--- src/rtl/prhc_pkg.sv ---
// package: register map, field positions, reset values and carriers of the reference/holdover block
package prhc_pkg;

   // register indices; the byte address on the bus is four times the index
   localparam int unsigned PRHC_IDX_REF_CTRL = 32'h0000001C;  // reference_input_control
   localparam int unsigned PRHC_IDX_HO_CTRL = 32'h0000001D;   // holdover_control
   localparam int unsigned PRHC_IDX_STATUS = 32'h0000001F;    // pll_readback_status
   localparam int unsigned PRHC_IDX_IRQ_STS = 32'h00000020;   // sticky event status
   localparam int unsigned PRHC_IDX_IRQ_MASK = 32'h00000021;  // event mask

   localparam int unsigned PRHC_AW = 12;  // apb address width
   localparam logic [11:0] PRHC_ADDR_REF_CTRL = 12'(PRHC_IDX_REF_CTRL * 4);
   localparam logic [11:0] PRHC_ADDR_HO_CTRL = 12'(PRHC_IDX_HO_CTRL * 4);
   localparam logic [11:0] PRHC_ADDR_STATUS = 12'(PRHC_IDX_STATUS * 4);
   localparam logic [11:0] PRHC_ADDR_IRQ_STS = 12'(PRHC_IDX_IRQ_STS * 4);
   localparam logic [11:0] PRHC_ADDR_IRQ_MASK = 12'(PRHC_IDX_IRQ_MASK * 4);

   // reference_input_control fields
   localparam int unsigned PRHC_REF_DIFF_BIT = 0;  // differential reference mode
   localparam int unsigned PRHC_FIRST_REFERENCE_INPUT_PWR_BIT = 1;  // first reference input power
   localparam int unsigned PRHC_SECOND_REFERENCE_INPUT_PWR_BIT = 2;  // second reference input power
   localparam logic [7:0] PRHC_REF_CTRL_RST = 8'h00;
   localparam logic [7:0] PRHC_REF_CTRL_WMASK = 8'h07;  // writable bits

   // holdover_control fields
   localparam int unsigned PRHC_HO_EN0_BIT = 0;     // holdover enable, first half
   localparam int unsigned PRHC_HO_EXT_BIT = 1;     // external hold pin mode
   localparam int unsigned PRHC_HO_EN2_BIT = 2;     // holdover enable, second half
   localparam int unsigned PRHC_HO_LDCMP_BIT = 3;   // lock detect comparator enable
   localparam int unsigned PRHC_HO_RBDIS_BIT = 4;   // status readback disable
   localparam logic [7:0] PRHC_HO_CTRL_RST = 8'h00;
   localparam logic [7:0] PRHC_HO_CTRL_WMASK = 8'h1F;

   // pll_readback_status fields
   localparam int unsigned PRHC_ST_VCOTH_BIT = 3;  // vco above threshold
   localparam int unsigned PRHC_ST_SECOND_REFERENCE_INPUT_BIT = 4;   // second reference selected
   localparam int unsigned PRHC_ST_HOLD_BIT = 5;   // holdover active
   localparam int unsigned PRHC_ST_CAL_BIT = 6;    // vco calibration finished

   // interrupt event bits
   localparam int unsigned PRHC_EV_W = 4;
   localparam int unsigned PRHC_EV_CAL_BIT = 0;    // calibration finished
   localparam int unsigned PRHC_EV_HOIN_BIT = 1;   // holdover entered
   localparam int unsigned PRHC_EV_HOOUT_BIT = 2;  // holdover left
   localparam int unsigned PRHC_EV_REFSW_BIT = 3;  // selected reference changed
   localparam logic [3:0] PRHC_IRQ_RST = 4'h0;

   // asynchronous pin/analog inputs, before synchronising
   typedef struct packed {
      logic vco_cal_done;     // calibration engine finished
      logic vco_above_thr;    // vco frequency monitor above threshold
      logic second_reference_input_selected;    // switchover logic feeds second reference
      logic ref_valid;        // selected reference present
      logic ld_pin_high;      // lock detect pin comparator raw output
      logic ext_hold_pin;     // external hold request pin
   } prhc_pins_t;

   // control outputs toward the analog front end
   typedef struct packed {
      logic first_reference_input_power_on;
      logic second_reference_input_power_on;
      logic diff_mode;
      logic auto_switch_en;
      logic ld_cmp_en;
   } prhc_ctrl_t;

   // holdover controller states
   typedef enum logic {PRHC_HO_TRACK, PRHC_HO_HOLD} prhc_ho_state_t;

endpackage : prhc_pkg

--- src/rtl/prhc_sync.sv ---
// two-flop synchroniser, one stage pair per bit
`timescale 1ns/1ns
`default_nettype none
module prhc_sync
   import prhc_pkg::*;
#(
   parameter int unsigned WIDTH = 6  // bits to synchronise
)
(
   input wire logic clock,
   input wire logic rst_b,
   input wire logic [WIDTH-1:0] async_in,
   output logic [WIDTH-1:0] sync_out
);
   // each bit gets its own pair; the first stage is only read by the second
   for (genvar i = 0; i < WIDTH; i++)
   begin : g_bit
      logic meta_reg;  // first stage, may go metastable
      logic safe_reg;  // second stage, safe to use
      always_ff @(posedge clock or negedge rst_b)
      begin
         if (!rst_b)
         begin
            meta_reg <= 1'b0;
            safe_reg <= 1'b0;
         end
         else
         begin
            meta_reg <= async_in[i];
            safe_reg <= meta_reg;
         end
      end
      assign sync_out[i] = safe_reg;
   end
endmodule : prhc_sync
`default_nettype wire

--- src/rtl/prhc_top.sv ---
// reference input and holdover control/status block with apb slave and interrupt
// Notes on behaviour
// [RULE1] second reference powered only while bit set
// [RULE2] first reference powered only while bit set
// [RULE3] bit zero picks differential reference mode
// [RULE4] automatic switchover only in single-ended mode
// [RULE5] readback-disable bit hides the status register
// [RULE6] comparator off means lock result reads true
// [RULE7] comparator decides previous lock, routed to monitor
// [RULE8] holdover needs both enable bits set
// [RULE9] software keeps holdover off during calibration
// [RULE10] external mode: hold pin drives holdover state
// [RULE11] status bit six shows calibration finished
// [RULE12] status bit five shows holdover actually active
// [RULE13] status bit four shows selected reference
// [RULE14] status bit three shows vco above threshold
// [RULE15] status register ignores writes, shows live state
`timescale 1ns/1ns
`default_nettype none
module prhc_top
   import prhc_pkg::*;
(
   input wire logic clock,
   input wire logic rst_b,
   // apb slave
   input wire logic psel,
   input wire logic penable,
   input wire logic pwrite,
   input wire logic [PRHC_AW-1:0] paddr,
   input wire logic [31:0] pwdata,
   output logic [31:0] prdata,
   output logic pready,
   output logic pslverr,
   // analog / pin side
   input wire prhc_pins_t pins,
   output prhc_ctrl_t ctrl,
   output logic holdover_active,
   output logic ld_cmp_monitor,
   output logic irq
);

   // synchronised copies of the pins
   prhc_pins_t pins_s;
   logic [5:0] pins_sync;

   // synchroniser for every asynchronous input
   prhc_sync #(.WIDTH(6)) u_sync
   (
      .clock(clock),
      .rst_b(rst_b),
      .async_in(pins),
      .sync_out(pins_sync)
   );
   assign pins_s = prhc_pins_t'(pins_sync);

   logic [7:0] ref_ctrl_reg;      // reference_input_control
   logic [7:0] ho_ctrl_reg;       // holdover_control
   logic auto_sw_reg;             // switchover permission flop
   logic [3:0] irq_sts_reg;       // sticky events
   logic [3:0] irq_mask_reg;      // event mask, 1 passes
   logic irq_reg;                 // interrupt output flop
   logic ld_mon_reg;              // comparator result to monitor pin
   logic [31:0] prdata_reg;
   logic pready_reg;
   logic pslverr_reg;
   prhc_ho_state_t ho_state_reg;  // holdover controller state
   logic cal_prev_reg;            // last calibration flag, for edge
   logic second_reference_input_prev_reg;           // last selected reference, for edge

   // decoded bus phases
   logic setup_ph;   // first cycle of a transfer
   logic access_ok;  // edge at which the transfer completes
   logic wr_en;      // write takes effect at this edge
   assign setup_ph = psel && !penable;
   assign access_ok = psel && penable && pready_reg;
   assign wr_en = access_ok && pwrite;

   // control decode
   logic ho_enable;   // both enable halves set
   logic ho_ext;      // hold pin mode
   logic ld_result;   // previous-lock verdict used by automatic holdover
   logic rb_disable;  // status readback hidden
   assign ho_enable = ho_ctrl_reg[PRHC_HO_EN2_BIT] && ho_ctrl_reg[PRHC_HO_EN0_BIT]; // see [RULE8]
   assign ho_ext = ho_ctrl_reg[PRHC_HO_EXT_BIT];
   // comparator disabled forces the verdict true
   assign ld_result = ho_ctrl_reg[PRHC_HO_LDCMP_BIT] ? pins_s.ld_pin_high : 1'b1; // see [RULE6]
   assign rb_disable = ho_ctrl_reg[PRHC_HO_RBDIS_BIT];

   // live status word, always built from current conditions
   logic [7:0] status_live;
   always_comb
   begin
      status_live = 8'h00;
      status_live[PRHC_ST_CAL_BIT] = pins_s.vco_cal_done;          // see [RULE11]
      status_live[PRHC_ST_HOLD_BIT] = (ho_state_reg == PRHC_HO_HOLD); // see [RULE12]
      status_live[PRHC_ST_SECOND_REFERENCE_INPUT_BIT] = pins_s.second_reference_input_selected;        // see [RULE13]
      status_live[PRHC_ST_VCOTH_BIT] = pins_s.vco_above_thr;       // see [RULE14]
   end

   // address decode for the mapped words
   logic addr_hit;
   always_comb
   begin
      unique case (paddr)
         PRHC_ADDR_REF_CTRL, PRHC_ADDR_HO_CTRL, PRHC_ADDR_STATUS,
         PRHC_ADDR_IRQ_STS, PRHC_ADDR_IRQ_MASK: addr_hit = 1'b1;
         default: addr_hit = 1'b0;  // unmapped answers with an error
      endcase
   end

   // bus handshake: one wait-free access phase, answer flopped in setup
   always_ff @(posedge clock or negedge rst_b)
   begin
      if (!rst_b)
      begin
         pready_reg <= 1'b0;
         pslverr_reg <= 1'b0;
      end
      else
      begin
         pready_reg <= setup_ph;
         pslverr_reg <= setup_ph && !addr_hit;
      end
   end

   // read data captured in the setup cycle so it comes from a flop
   always_ff @(posedge clock or negedge rst_b)
   begin
      if (!rst_b)
         prdata_reg <= 32'h00000000;
      else if (setup_ph && !pwrite)
      begin
         unique case (paddr)
            PRHC_ADDR_REF_CTRL: prdata_reg <= {24'h000000, ref_ctrl_reg};
            PRHC_ADDR_HO_CTRL: prdata_reg <= {24'h000000, ho_ctrl_reg};
            // hidden status reads as zero
            PRHC_ADDR_STATUS: prdata_reg <= rb_disable ? 32'h00000000 // see [RULE5]
                                                       : {24'h000000, status_live};
            PRHC_ADDR_IRQ_STS: prdata_reg <= {28'h0000000, irq_sts_reg};
            PRHC_ADDR_IRQ_MASK: prdata_reg <= {28'h0000000, irq_mask_reg};
            default: prdata_reg <= 32'h00000000;
         endcase
      end
      else if (access_ok)
         prdata_reg <= 32'h00000000;  // bus quiet between reads
   end

   // reference control; reserved and switchover bits are not kept here
   always_ff @(posedge clock or negedge rst_b)
   begin
      if (!rst_b)
      begin
         ref_ctrl_reg <= PRHC_REF_CTRL_RST;
         auto_sw_reg <= 1'b1;  // single-ended at reset, so switchover allowed
      end
      else if (wr_en && paddr == PRHC_ADDR_REF_CTRL)
      begin
         ref_ctrl_reg <= pwdata[7:0] & PRHC_REF_CTRL_WMASK;        // see [RULE1] [RULE2] [RULE3]
         auto_sw_reg <= !pwdata[PRHC_REF_DIFF_BIT];                 // see [RULE4]
      end
   end

   // holdover control register; status address has no storage at all
   always_ff @(posedge clock or negedge rst_b)
   begin
      if (!rst_b)
         ho_ctrl_reg <= PRHC_HO_CTRL_RST;
      else if (wr_en && paddr == PRHC_ADDR_HO_CTRL)
         ho_ctrl_reg <= pwdata[7:0] & PRHC_HO_CTRL_WMASK;
      // writes to the status address fall through and are dropped, see [RULE15]
   end

   // holdover controller; calibration safety relies on software, see [RULE9]
   always_ff @(posedge clock or negedge rst_b)
   begin
      if (!rst_b)
         ho_state_reg <= PRHC_HO_TRACK;
      else if (!ho_enable)
         ho_state_reg <= PRHC_HO_TRACK;  // see [RULE8]
      else if (ho_ext)
         // pin owns the state, automatic path is ignored
         ho_state_reg <= pins_s.ext_hold_pin ? PRHC_HO_HOLD : PRHC_HO_TRACK; // see [RULE10]
      else
      begin
         unique case (ho_state_reg)
            // enter only if the loop was locked before losing reference
            PRHC_HO_TRACK:
               if (!pins_s.ref_valid && ld_result)  // see [RULE7]
                  ho_state_reg <= PRHC_HO_HOLD;
            PRHC_HO_HOLD:
               if (pins_s.ref_valid)
                  ho_state_reg <= PRHC_HO_TRACK;
         endcase
      end
   end

   // comparator result driven to the monitor pin
   always_ff @(posedge clock or negedge rst_b)
   begin
      if (!rst_b)
         ld_mon_reg <= 1'b0;
      else
         ld_mon_reg <= ho_ctrl_reg[PRHC_HO_LDCMP_BIT] && pins_s.ld_pin_high; // see [RULE7]
   end

   // edge history for events
   always_ff @(posedge clock or negedge rst_b)
   begin
      if (!rst_b)
      begin
         cal_prev_reg <= 1'b0;
         second_reference_input_prev_reg <= 1'b0;
      end
      else
      begin
         cal_prev_reg <= pins_s.vco_cal_done;
         second_reference_input_prev_reg <= pins_s.second_reference_input_selected;
      end
   end

   // event pulses
   logic [3:0] ev;
   logic holdover_q;  // holdover output flop, declared ahead of the edge detect that reads it
   always_comb
   begin
      ev = 4'h0;
      ev[PRHC_EV_CAL_BIT] = pins_s.vco_cal_done && !cal_prev_reg;
      ev[PRHC_EV_REFSW_BIT] = pins_s.second_reference_input_selected != second_reference_input_prev_reg;
      ev[PRHC_EV_HOIN_BIT] = status_live[PRHC_ST_HOLD_BIT] && !holdover_q;
      ev[PRHC_EV_HOOUT_BIT] = !status_live[PRHC_ST_HOLD_BIT] && holdover_q;
   end

   // holdover output flop, also last state for edge detect
   always_ff @(posedge clock or negedge rst_b)
   begin
      if (!rst_b)
         holdover_q <= 1'b0;
      else
         holdover_q <= status_live[PRHC_ST_HOLD_BIT];
   end

   // sticky status: set wins over a write-one clear in the same cycle
   always_ff @(posedge clock or negedge rst_b)
   begin
      if (!rst_b)
         irq_sts_reg <= PRHC_IRQ_RST;
      else if (wr_en && paddr == PRHC_ADDR_IRQ_STS)
         irq_sts_reg <= (irq_sts_reg & ~pwdata[3:0]) | ev;
      else
         irq_sts_reg <= irq_sts_reg | ev;
   end

   // mask register
   always_ff @(posedge clock or negedge rst_b)
   begin
      if (!rst_b)
         irq_mask_reg <= PRHC_IRQ_RST;
      else if (wr_en && paddr == PRHC_ADDR_IRQ_MASK)
         irq_mask_reg <= pwdata[3:0];
   end

   // level interrupt, one cycle behind the sticky bits
   always_ff @(posedge clock or negedge rst_b)
   begin
      if (!rst_b)
         irq_reg <= 1'b0;
      else
         irq_reg <= |(irq_sts_reg & irq_mask_reg);
   end

   // outputs, every one a flop
   assign prdata = prdata_reg;
   assign pready = pready_reg;
   assign pslverr = pslverr_reg;
   assign ctrl.first_reference_input_power_on = ref_ctrl_reg[PRHC_FIRST_REFERENCE_INPUT_PWR_BIT];
   assign ctrl.second_reference_input_power_on = ref_ctrl_reg[PRHC_SECOND_REFERENCE_INPUT_PWR_BIT];
   assign ctrl.diff_mode = ref_ctrl_reg[PRHC_REF_DIFF_BIT];
   assign ctrl.auto_switch_en = auto_sw_reg;
   assign ctrl.ld_cmp_en = ho_ctrl_reg[PRHC_HO_LDCMP_BIT];
   assign holdover_active = holdover_q;
   assign ld_cmp_monitor = ld_mon_reg;
   assign irq = irq_reg;
endmodule : prhc_top
`default_nettype wire

--- config.mk ---
export PLATFORM = sky130hd
export DESIGN_NAME = prhc_top
export DESIGN_NICKNAME = d
export VERILOG_FILES = /design/src/rtl/prhc_pkg.sv /design/src/rtl/prhc_sync.sv /design/src/rtl/prhc_top.sv
export SDC_FILE = /design/constraint.sdc
export NUM_CORES = 1
export LEC_CHECK = 0
export CAP_MARGIN = 30
export CORE_MARGIN = 2
export CORE_UTILIZATION = 40
export CTS_CLUSTER_DIAMETER = 120
export DETAILED_ROUTE_END_ITERATION = 8
export DONT_BUFFER_PORTS = 1
export GPL_ROUTABILITY_DRIVEN = 0
export MAX_ROUTING_LAYER = met4
export PLACE_DENSITY = 0.63
export REMOVE_ABC_BUFFERS = 1
export SETUP_SLACK_MARGIN = 0.2
export SLEW_MARGIN = 20
export SYNTH_ARGS = -nofsm -noshare
export SYNTH_HDL_FRONTEND = slang
export SYNTH_SLANG_ARGS = --single-unit
--- constraint.sdc ---
create_clock -name clock -period 3.85 [get_ports clock]
set_clock_uncertainty 0.1 [all_clocks]
set_input_delay 0.385 -clock clock [delete_from_list [all_inputs] [get_ports clock]]
set_output_delay 0.385 -clock clock [all_outputs]
set_load 0.02 [all_outputs]
# Word-level counts from Yosys, hierarchy flattened
# Cells that the tools add are included.
# totals
romBits	0
mem_count	0
latchBits	0
register_bits	69
ramBits	0
wordCells	78
# op_classes
shift	0
muxes	13
magnitude_cmp	0
n_bitwise	6
div	0
n_reduce_logical	27
n_eq_ne	6
n_addsub	0
n_mul	0
# op_table
op	count
2-to-1 mux 32 bit	2
== test 12 x 7 -> 1 bit (second input constant)	3
one-hot mux 7 bit (5 select lines)	1
== test 12 x 8 -> 1 bit (second input constant)	2
logical AND 1 bit	16
AND 4 bit	2
logical NOT 1 bit	8
bitwise OR 4 bit	2
2-to-1 mux 1 bit	7
2-to-1 mux 7 bit	1
OR reduction 5 bit	1
2-to-1 mux 4 bit	1
inverter 4 bit	1
OR reduction 4 bit	1
one-hot mux 1 bit (2 select lines)	1
nonzero test 2 bit	1
inequality test 1 bit	1
inverter 1 bit	1

# Longest topological paths before layout
# Gate-level depths: netlist of the first run.
# logic_depth
ltp_word	6
ltp_mapped	5
depth_no_buf	4

# Modules after synthesis
# From an unflattened synthesis of the first run, not the netlist that was laid out.
# hier_totals
cells_unflattened	176
hier_area_um2	2024.4
# by_module_without_submodules
module	seq_area_each_um2	area_each_um2	instances	cells_per_inst
prhc_top	802.0	1679.1	1	158
prhc_sync	300.3	345.3	1	18

# Worst setup path before layout of the first run
# OpenSTA, ideal clock, no wires.
# synth_timing
path_kind	input port to flip-flop
from	input port paddr[9]
to	register prdata_reg[0] (netlist: prdata[0])
setup_slack_ns	1.950
t_arrival_ns	1.734
required_time_ns	3.684
n_path_buf	0
cell_stages	4
cell_sequence	or4_4 > or3_1 > nor4_2 > a22o_1
# synth_between
elab_chain_len	3
word_cells_on_any_way	7
cone_classes	eq/ne: 5; mux: 2
# synth_lines
item	line_no	source
start: declaration	prhc_top.sv:29	input wire logic [PRHC_AW-1:0] paddr,
== test 12 x 8 -> 1 bit or == test 12 x 7 -> 1 bit (tied branches)	prhc_top.sv:133	unique case (paddr)
one-hot mux 7 bit (5 select lines) (*)	prhc_top.sv:133	
2-to-1 mux 32 bit (*)	prhc_top.sv:131	else if (setup_ph && !pwrite)
end signal: assignment	prhc_top.sv:134	PRHC_ADDR_REF_CTRL: prdata_reg <= {24'h000000, ref_ctrl_reg};
end signal: assignment	prhc_top.sv:135	PRHC_ADDR_HO_CTRL: prdata_reg <= {24'h000000, ho_ctrl_reg};
end signal: assignment	prhc_top.sv:137	PRHC_ADDR_STATUS: prdata_reg <= rb_disable ? 32'h00000000
end: declaration	prhc_top.sv:63	logic [31:0] prdata_reg;
# Every way passes the cells marked *; elsewhere a longest branch is shown, timed or not.
# A chain may end at the register's enable or synchronous reset.

# Worst setup path in the final report of the first run
# layout_timing
from	register pready_reg (netlist: pready)
to	register ref_ctrl_reg[2]
# layout_between
elab_chain_len	3
# layout_lines
item	line_no	source
start: declaration	prhc_top.sv:64	logic pready_reg;
start signal: assignment	prhc_top.sv:121	pready_reg <= setup_ph;
logical AND 1 bit	prhc_top.sv:75	assign access_ok = psel && penable && pready_reg;
logical AND 1 bit	prhc_top.sv:76	assign wr_en = access_ok && pwrite;
logical AND 1 bit	prhc_top.sv:156	else if (wr_en && paddr == PRHC_ADDR_REF_CTRL)
end signal: assignment	prhc_top.sv:158	ref_ctrl_reg <= pwdata[7:0] & PRHC_REF_CTRL_WMASK;
end: declaration	prhc_top.sv:56	logic [7:0] ref_ctrl_reg;
# Every way passes these cells.

==> results of run 1 <==
-- cell usage after synthesis (all sizes together), types with 2 or more instances --
library cell  number  share of area (%)
dfrtp             43                 53
clkbuf             4               0.74
nand3              4               0.99
nand4b             2                1.2
buf               27                 10
nor4b              2                1.2
or3                2               0.87
o21ai             14                3.5
inv                9                1.7
a22o               5                2.2
nor4               2                1.2
nor2               5               0.93
and2               2               0.62
a22oi              2               0.74
nand2              5               0.93
nor2b              2               0.62
o41ai              4                1.7
mux2i              6                3.0
a21oi              3               0.74
or4                2               0.93
mux2              10                5.6
o22ai              4                1.2
-- metal layers --
metal  wire, um  share of wire [%]  track usage, %  vias to the layer above
met5          0                  0               -                        -
met4         60                1.5            5.36                        0
met3        418                 11            5.76                        7
met2       1880                 48            25.8                       78
met1       1530                 39            18.5                      649
li1           -                  -               -                      585
-- power by group --
group	total, mW	internal [mW]	leakage (nW)	switching, mW
logic	0.0575	0.0160	0.389	0.0415
clock network	0.345	0.193	0.0552	0.152
registers	0.475	0.470	0.556	0.00483
total	0.877	0.679	1.00	0.199
-- cells by family after synthesis --
group,Yosys count,synth area share [%]
DFF,44,54.6
buffers and inverters,40,12.4
AOI/OAI and AO/OA,36,11.7
and+or+nand+nor,35,12.1
muxes,16,8.55
xor gates and xnor gates,1,0.434
other,1,0.186
-- area by class of cell --
cell class	count	area [um2]	share of cell area, %
inverters	9	33.8	1.55
multi-input cells	113	757	34.8
repair buffers	8	90.1	4.14
flip-flops and latches	44	1100	50.7
clock inverters	2	35.0	1.61
well taps	67	83.8	3.85
clock buffers	6	72.6	3.34
-- path summary, 6_finish.rpt --
check / endpoint / startpoint / slack (ps)
setup / recovery: ref_ctrl_reg[2] / pready / 1860
hold / removal: ref_ctrl_reg[0] / pwdata[0] / 130
setup reg to reg: ref_ctrl_reg[2] / pready / 1860
hold reg to reg: u_sync.g_bit[0].safe_reg / u_sync.g_bit[0].meta_reg / 250
max in group asynchronous: auto_sw_reg / rst_b / 2910
min in group asynchronous: pslverr / rst_b / 470
-- what timing repair did --
action | CTS | global route
hold buffers | 2 | 6
endpoints found under the hold margin | 44 | 6
gates resized for setup | 0 | 0
==> results_dict.tcl, run 1 <==
set metrics [dict create \
    antenna_cells 0 \
    clk_pin_slew_worst_paths_ps 80 \
    placed_area_um2 1980 \
    fin_crit_sh_pct 51.8 \
    cts_setup_buffers 0 \
    ys_seq_area_share_pct 54.6 \
    hold_class "primary input to flip-flop" \
    fmax_mhz 501 \
    synth_ff_type "dfrtp_1" \
    rsz0062_at_grt "false" \
    maxCapViolations 0 \
    drtIter0Drc 58 \
    cts_max_level 2 \
    rows 25 \
    stdcell_count 249 \
    slew-limit-headroom_pct 54.1 \
    timing.critical_path.slowest_stage_cell "or3_4" \
    wl_mm 3.90 \
    tightest_slew_ps 678 \
    crit_chain "and4_1, nand4b_2, or3_4, mux2_2" \
    dieWidth_um 75.1 \
    syn_to_final_growth_pct 7.62 \
    cpPeakStageDelay_ps 490 \
    ir_drop_v 0.000266 \
    hpwl_mm 2.89 \
    crit_buf_inv 0 \
    critical_path_depth 4 \
    finalHoldViolCount 0 \
    crit_fanout 9 \
    grt_overflow 0 \
    io_pins 97 \
    wl_per_cell_um 15.6 \
    start_kind "flip-flop" \
    grt_pass1_wl_mm 6.38 \
    whs_ps 131 \
    final_util_pct 45.4 \
    arrival_ps 2080 \
    finalInstanceArea_um2 2170 \
    syn_area_per_cell_um2 11.7 \
    crit_family "simple AND/OR/NAND/NOR gates" \
    synth_edf_count 0 \
    antenna_found_initial 0 \
    cts_tree "built" \
    worstSetupPathType "flip-flop to flip-flop" \
    globalRouteTotalUtil_pct 16.0 \
    vias 1319 \
    cts_buffers 5 \
    crit_required_ps 3940 \
    syn_area_um2 2020 \
    finalSetupTns_ps 0 \
    portBuffers 0 \
    avgViaCountPerCell 5.30 \
    drt-pass1-iter-count 6 \
    initial_utilization_pct 42.2 \
    grt_pass1_vias 1342 \
    status "completed" \
    drive_gt1_share_pct 14.8 \
    dp_cells 233 \
    setup_ws_ps 1860 \
    ys_async_sr_fraction_pct 100 \
    yosysWarnings 0 \
    cts.sinks 44 \
    syn_inst 173 \
    clock_path_buffers 2 \
    final_cell_mix "dfrtp_1 (43), conb_1 (25), o21ai_0 (13), mux2_2 (10), inv_1 (9)" \
    p_total_mw 0.877 \
    drc 0 \
    fin_crit_ps 1990 \
    dpl_worst_slack_ps 1780 \
    power.leakage_nw 1.00 \
    yosys_register_bits 44 \
    core-area_um2 4790 \
    power_density_nw_per_um2 403 \
    hold_path_depth 1 \
    root_buffer "clkbuf_8" \
    finalMaxSlewViolations 0 \
    fin_nets 236 \
    critPathCaptureType "flip-flop" \
    worst-r2r-cell-count 4 \
    clock_latency_ps 300 \
    layout_commonest_cell "dfrtp_1" \
    dieArea_um2 5640 \
    fill_cells 455 \
    synth_cell_type_count 41 \
    die_h_um 75.1 \
    largest_reg_flops 7 \
    ant_nets 0 \
    setup_viol 0 \
    grt_max_degree 45 \
]
(Power assumes the default switching activity.)
==> run 2, diff against run 1 <==
- ABC_AREA: unset -> 1
- PLACE_DENSITY: 0.63 -> 0.65
- clock period: 3.85 -> 1.6 ns (I/O delays scaled with it)
==> results_dict.tcl, run 2 <==
set metrics [dict create \
    status "completed" \
    wl_per_cell_um 12.0 \
    dp_cells 315 \
    critical_path_depth 3 \
    cts_setup_buffers 0 \
    syn_to_final_growth_pct 11.9 \
    ir_drop_v 0.000599 \
    dieArea_um2 6060 \
    yosys_register_bits 44 \
    rows 26 \
    power_density_nw_per_um2 902 \
    r2r-end "irq_mask_reg[3]" \
    finalHoldViolCount 0 \
    avgViaCountPerCell 4.54 \
    drc 0 \
    layout_commonest_cell "nand2_1" \
    synth.most_common_cell "nand2_1" \
    initial_utilization_pct 42.2 \
    grt_overflow 0 \
    synth_top_area_share_pct 49.3 \
    syn_area_um2 2180 \
    fin_crit_sh_pct 83.1 \
    whs_ps 15.8 \
    drive_gt1_share_pct 13.8 \
    globalRouteTotalUtil_pct 14.7 \
    critPathCaptureType "flip-flop" \
    wl_mm 4.04 \
    grt_pass1_wl_mm 6.82 \
    crit_buf_inv 2 \
    drtIter0Drc 64 \
    root_buffer "clkbuf_8" \
    die_h_um 77.8 \
    yosysTopAreaCell "dfrtp_1" \
    r2r_start "pready" \
    synth_cell_type_count 25 \
    crit_chain "dlygate4sd3_1, nor2_1, dlygate4sd3_1" \
    clock_path_buffers 2 \
    synthTopCellsByCount "nand2_1 (59), dfrtp_1 (43), inv_1 (28)" \
    core-area_um2 5170 \
    syn_area_per_cell_um2 8.83 \
    crit_path_end "pready" \
    crit_required_ps 1730 \
    antenna_found_initial 0 \
    stdcell_count 338 \
    crit_family "buffers and inverters" \
    final_cell_mix "nand2_1 (58), dfrtp_1 (43), inv_1 (28), conb_1 (25), nand3_1 (16)" \
    io_pins 97 \
    rsz0062_at_grt "true" \
    vias 1534 \
    cts_buffers 5 \
    ys_async_sr_fraction_pct 100 \
    cpPeakStageDelay_ps 570 \
    setup_viol 0 \
    crit_fanout 3 \
    clk_pin_slew_worst_paths_ps 80 \
    grt_max_degree 45 \
    cts.sinks 44 \
    synth_edf_count 0 \
    start_kind "primary input" \
    rrSetupSlack_ps 270 \
    placed_area_um2 2160 \
    cts_max_level 2 \
    finalSetupTns_ps 0 \
    syn_inst 247 \
    grt_pass1_vias 1486 \
    fin_nets 322 \
    ant_nets 0 \
    dieWidth_um 77.8 \
    largest_reg_flops 7 \
    timing.critical_path.slowest_stage_cell "dlygate4sd3_1" \
    yosysWarnings 0 \
    synth_ff_type "dfrtp_1" \
    critPathMostFrequentCell "dlygate4sd3_1" \
    ys_seq_area_share_pct 50.5 \
    antenna_cells 0 \
    arrival_ps 1460 \
    synthTopCellsByArea "dfrtp_1 (49%), nand2_1 (10%), buf_4 (9.3%)" \
    worst-r2r-cell-count 6 \
    finalInstanceArea_um2 2440 \
    cts_tree "built" \
    finalMaxSlewViolations 0 \
    fmax_mhz 752 \
    portBuffers 0 \
    hpwl_mm 2.95 \
    critPathLaunch "penable" \
    power.leakage_nw 1.25 \
    hold_class "primary input to flip-flop" \
    clock_latency_ps 300 \
    drt-pass1-iter-count 4 \
    maxCapViolations 0 \
    fin_crit_ps 1330 \
    worstSetupPathType "primary input to flip-flop" \
]
-- run 2: changes by cell type after synthesis, moves of 5 or more --
cell     change
nand3_1     +12
a22o_1       -5
nor2_1       +7
o21ai_1     +11
inv_1       +19
nand4_1      +7
mux2i_1      -6
nand2_1     +54
mux2_2      -10
nor2_2       +9
-- run 2: where the power goes --
group | internal [mW] | leakage (nW) | switching, mW
sequential | 1.13 | 0.545 | 0.00964
combinational | 0.0476 | 0.646 | 0.124
clock | 0.510 | 0.0614 | 0.377
-- run 2: how the worst min path moves through the flow --
stage	end	slack [ps]	cells after the start	from
floorplan	cal_prev_reg	-240	0	rst_b
global placement	u_sync.g_bit[4].meta_reg	-230	0	rst_b
detailed placement	u_sync.g_bit[4].meta_reg	-230	0	rst_b
CTS	pslverr	2	3	psel
global route	pslverr	20	3	psel
finish	pslverr	20	3	psel
-- run 2: cells by family (layout without fill, tap and decap cells) --
| family | count (synthesis) | after routing | synth area share [%] |
|---|---|---|---|
| compound gates | 26 | 26 | 6.25 |
| xor+xnor | 1 | 1 | 0.402 |
| buf+inv | 60 | 57 | 15.7 |
| flops | 44 | 44 | 50.5 |
| other cells | 1 | 25 | 0.172 |
| simple gates | 115 | 115 | 27.0 |
-- run 2: area by class of cell --
| class | instances | area, um2 |
|---|---|---|
| fillers | 509 | 2730 |
| repair buffers | 18 | 183 |
| clock buffers | 6 | 82.6 |
| well taps | 70 | 87.6 |
| inverters | 31 | 116 |
| multi-input cells | 167 | 830 |
| flip-flops and latches | 44 | 1100 |
| clock inverters | 2 | 38.8 |
-- run 2: metal layers --
| metal | track usage [%] | wire (um) | vias up |
|---|---|---|---|
| met1 | 18.6 | 1820 | 698 |
| met4 | 6.43 | 72 | 0 |
| met5 | - | 0 | - |
| li1 | - | - | 765 |
| met3 | 2.67 | 225 | 9 |
| met2 | 23.2 | 1920 | 62 |
-- run 2: worst min-delay path, delay by kind of cell --
kind	cells	cell delay (ps)
simple gates	2	180
buf+inv	1	30
-- run 2: stage by stage --
stage          power (mW)  utilization (%)  setup WS, ps
2_1_floorplan        1.26                -           186
3_3_place_gp         1.28             41.7           285
3_5_place_dp         1.28             41.7           278
4_1_cts              2.23             47.1           262
5_1_grt              2.29             47.2           164
6_report             2.20             47.2           270
-- run 2: repair_timing --
action                     CTS  global route
resized for setup            0             1
setup endpoints to repair    0             9
hold endpoints to repair    65             0
hold buffers                15             0
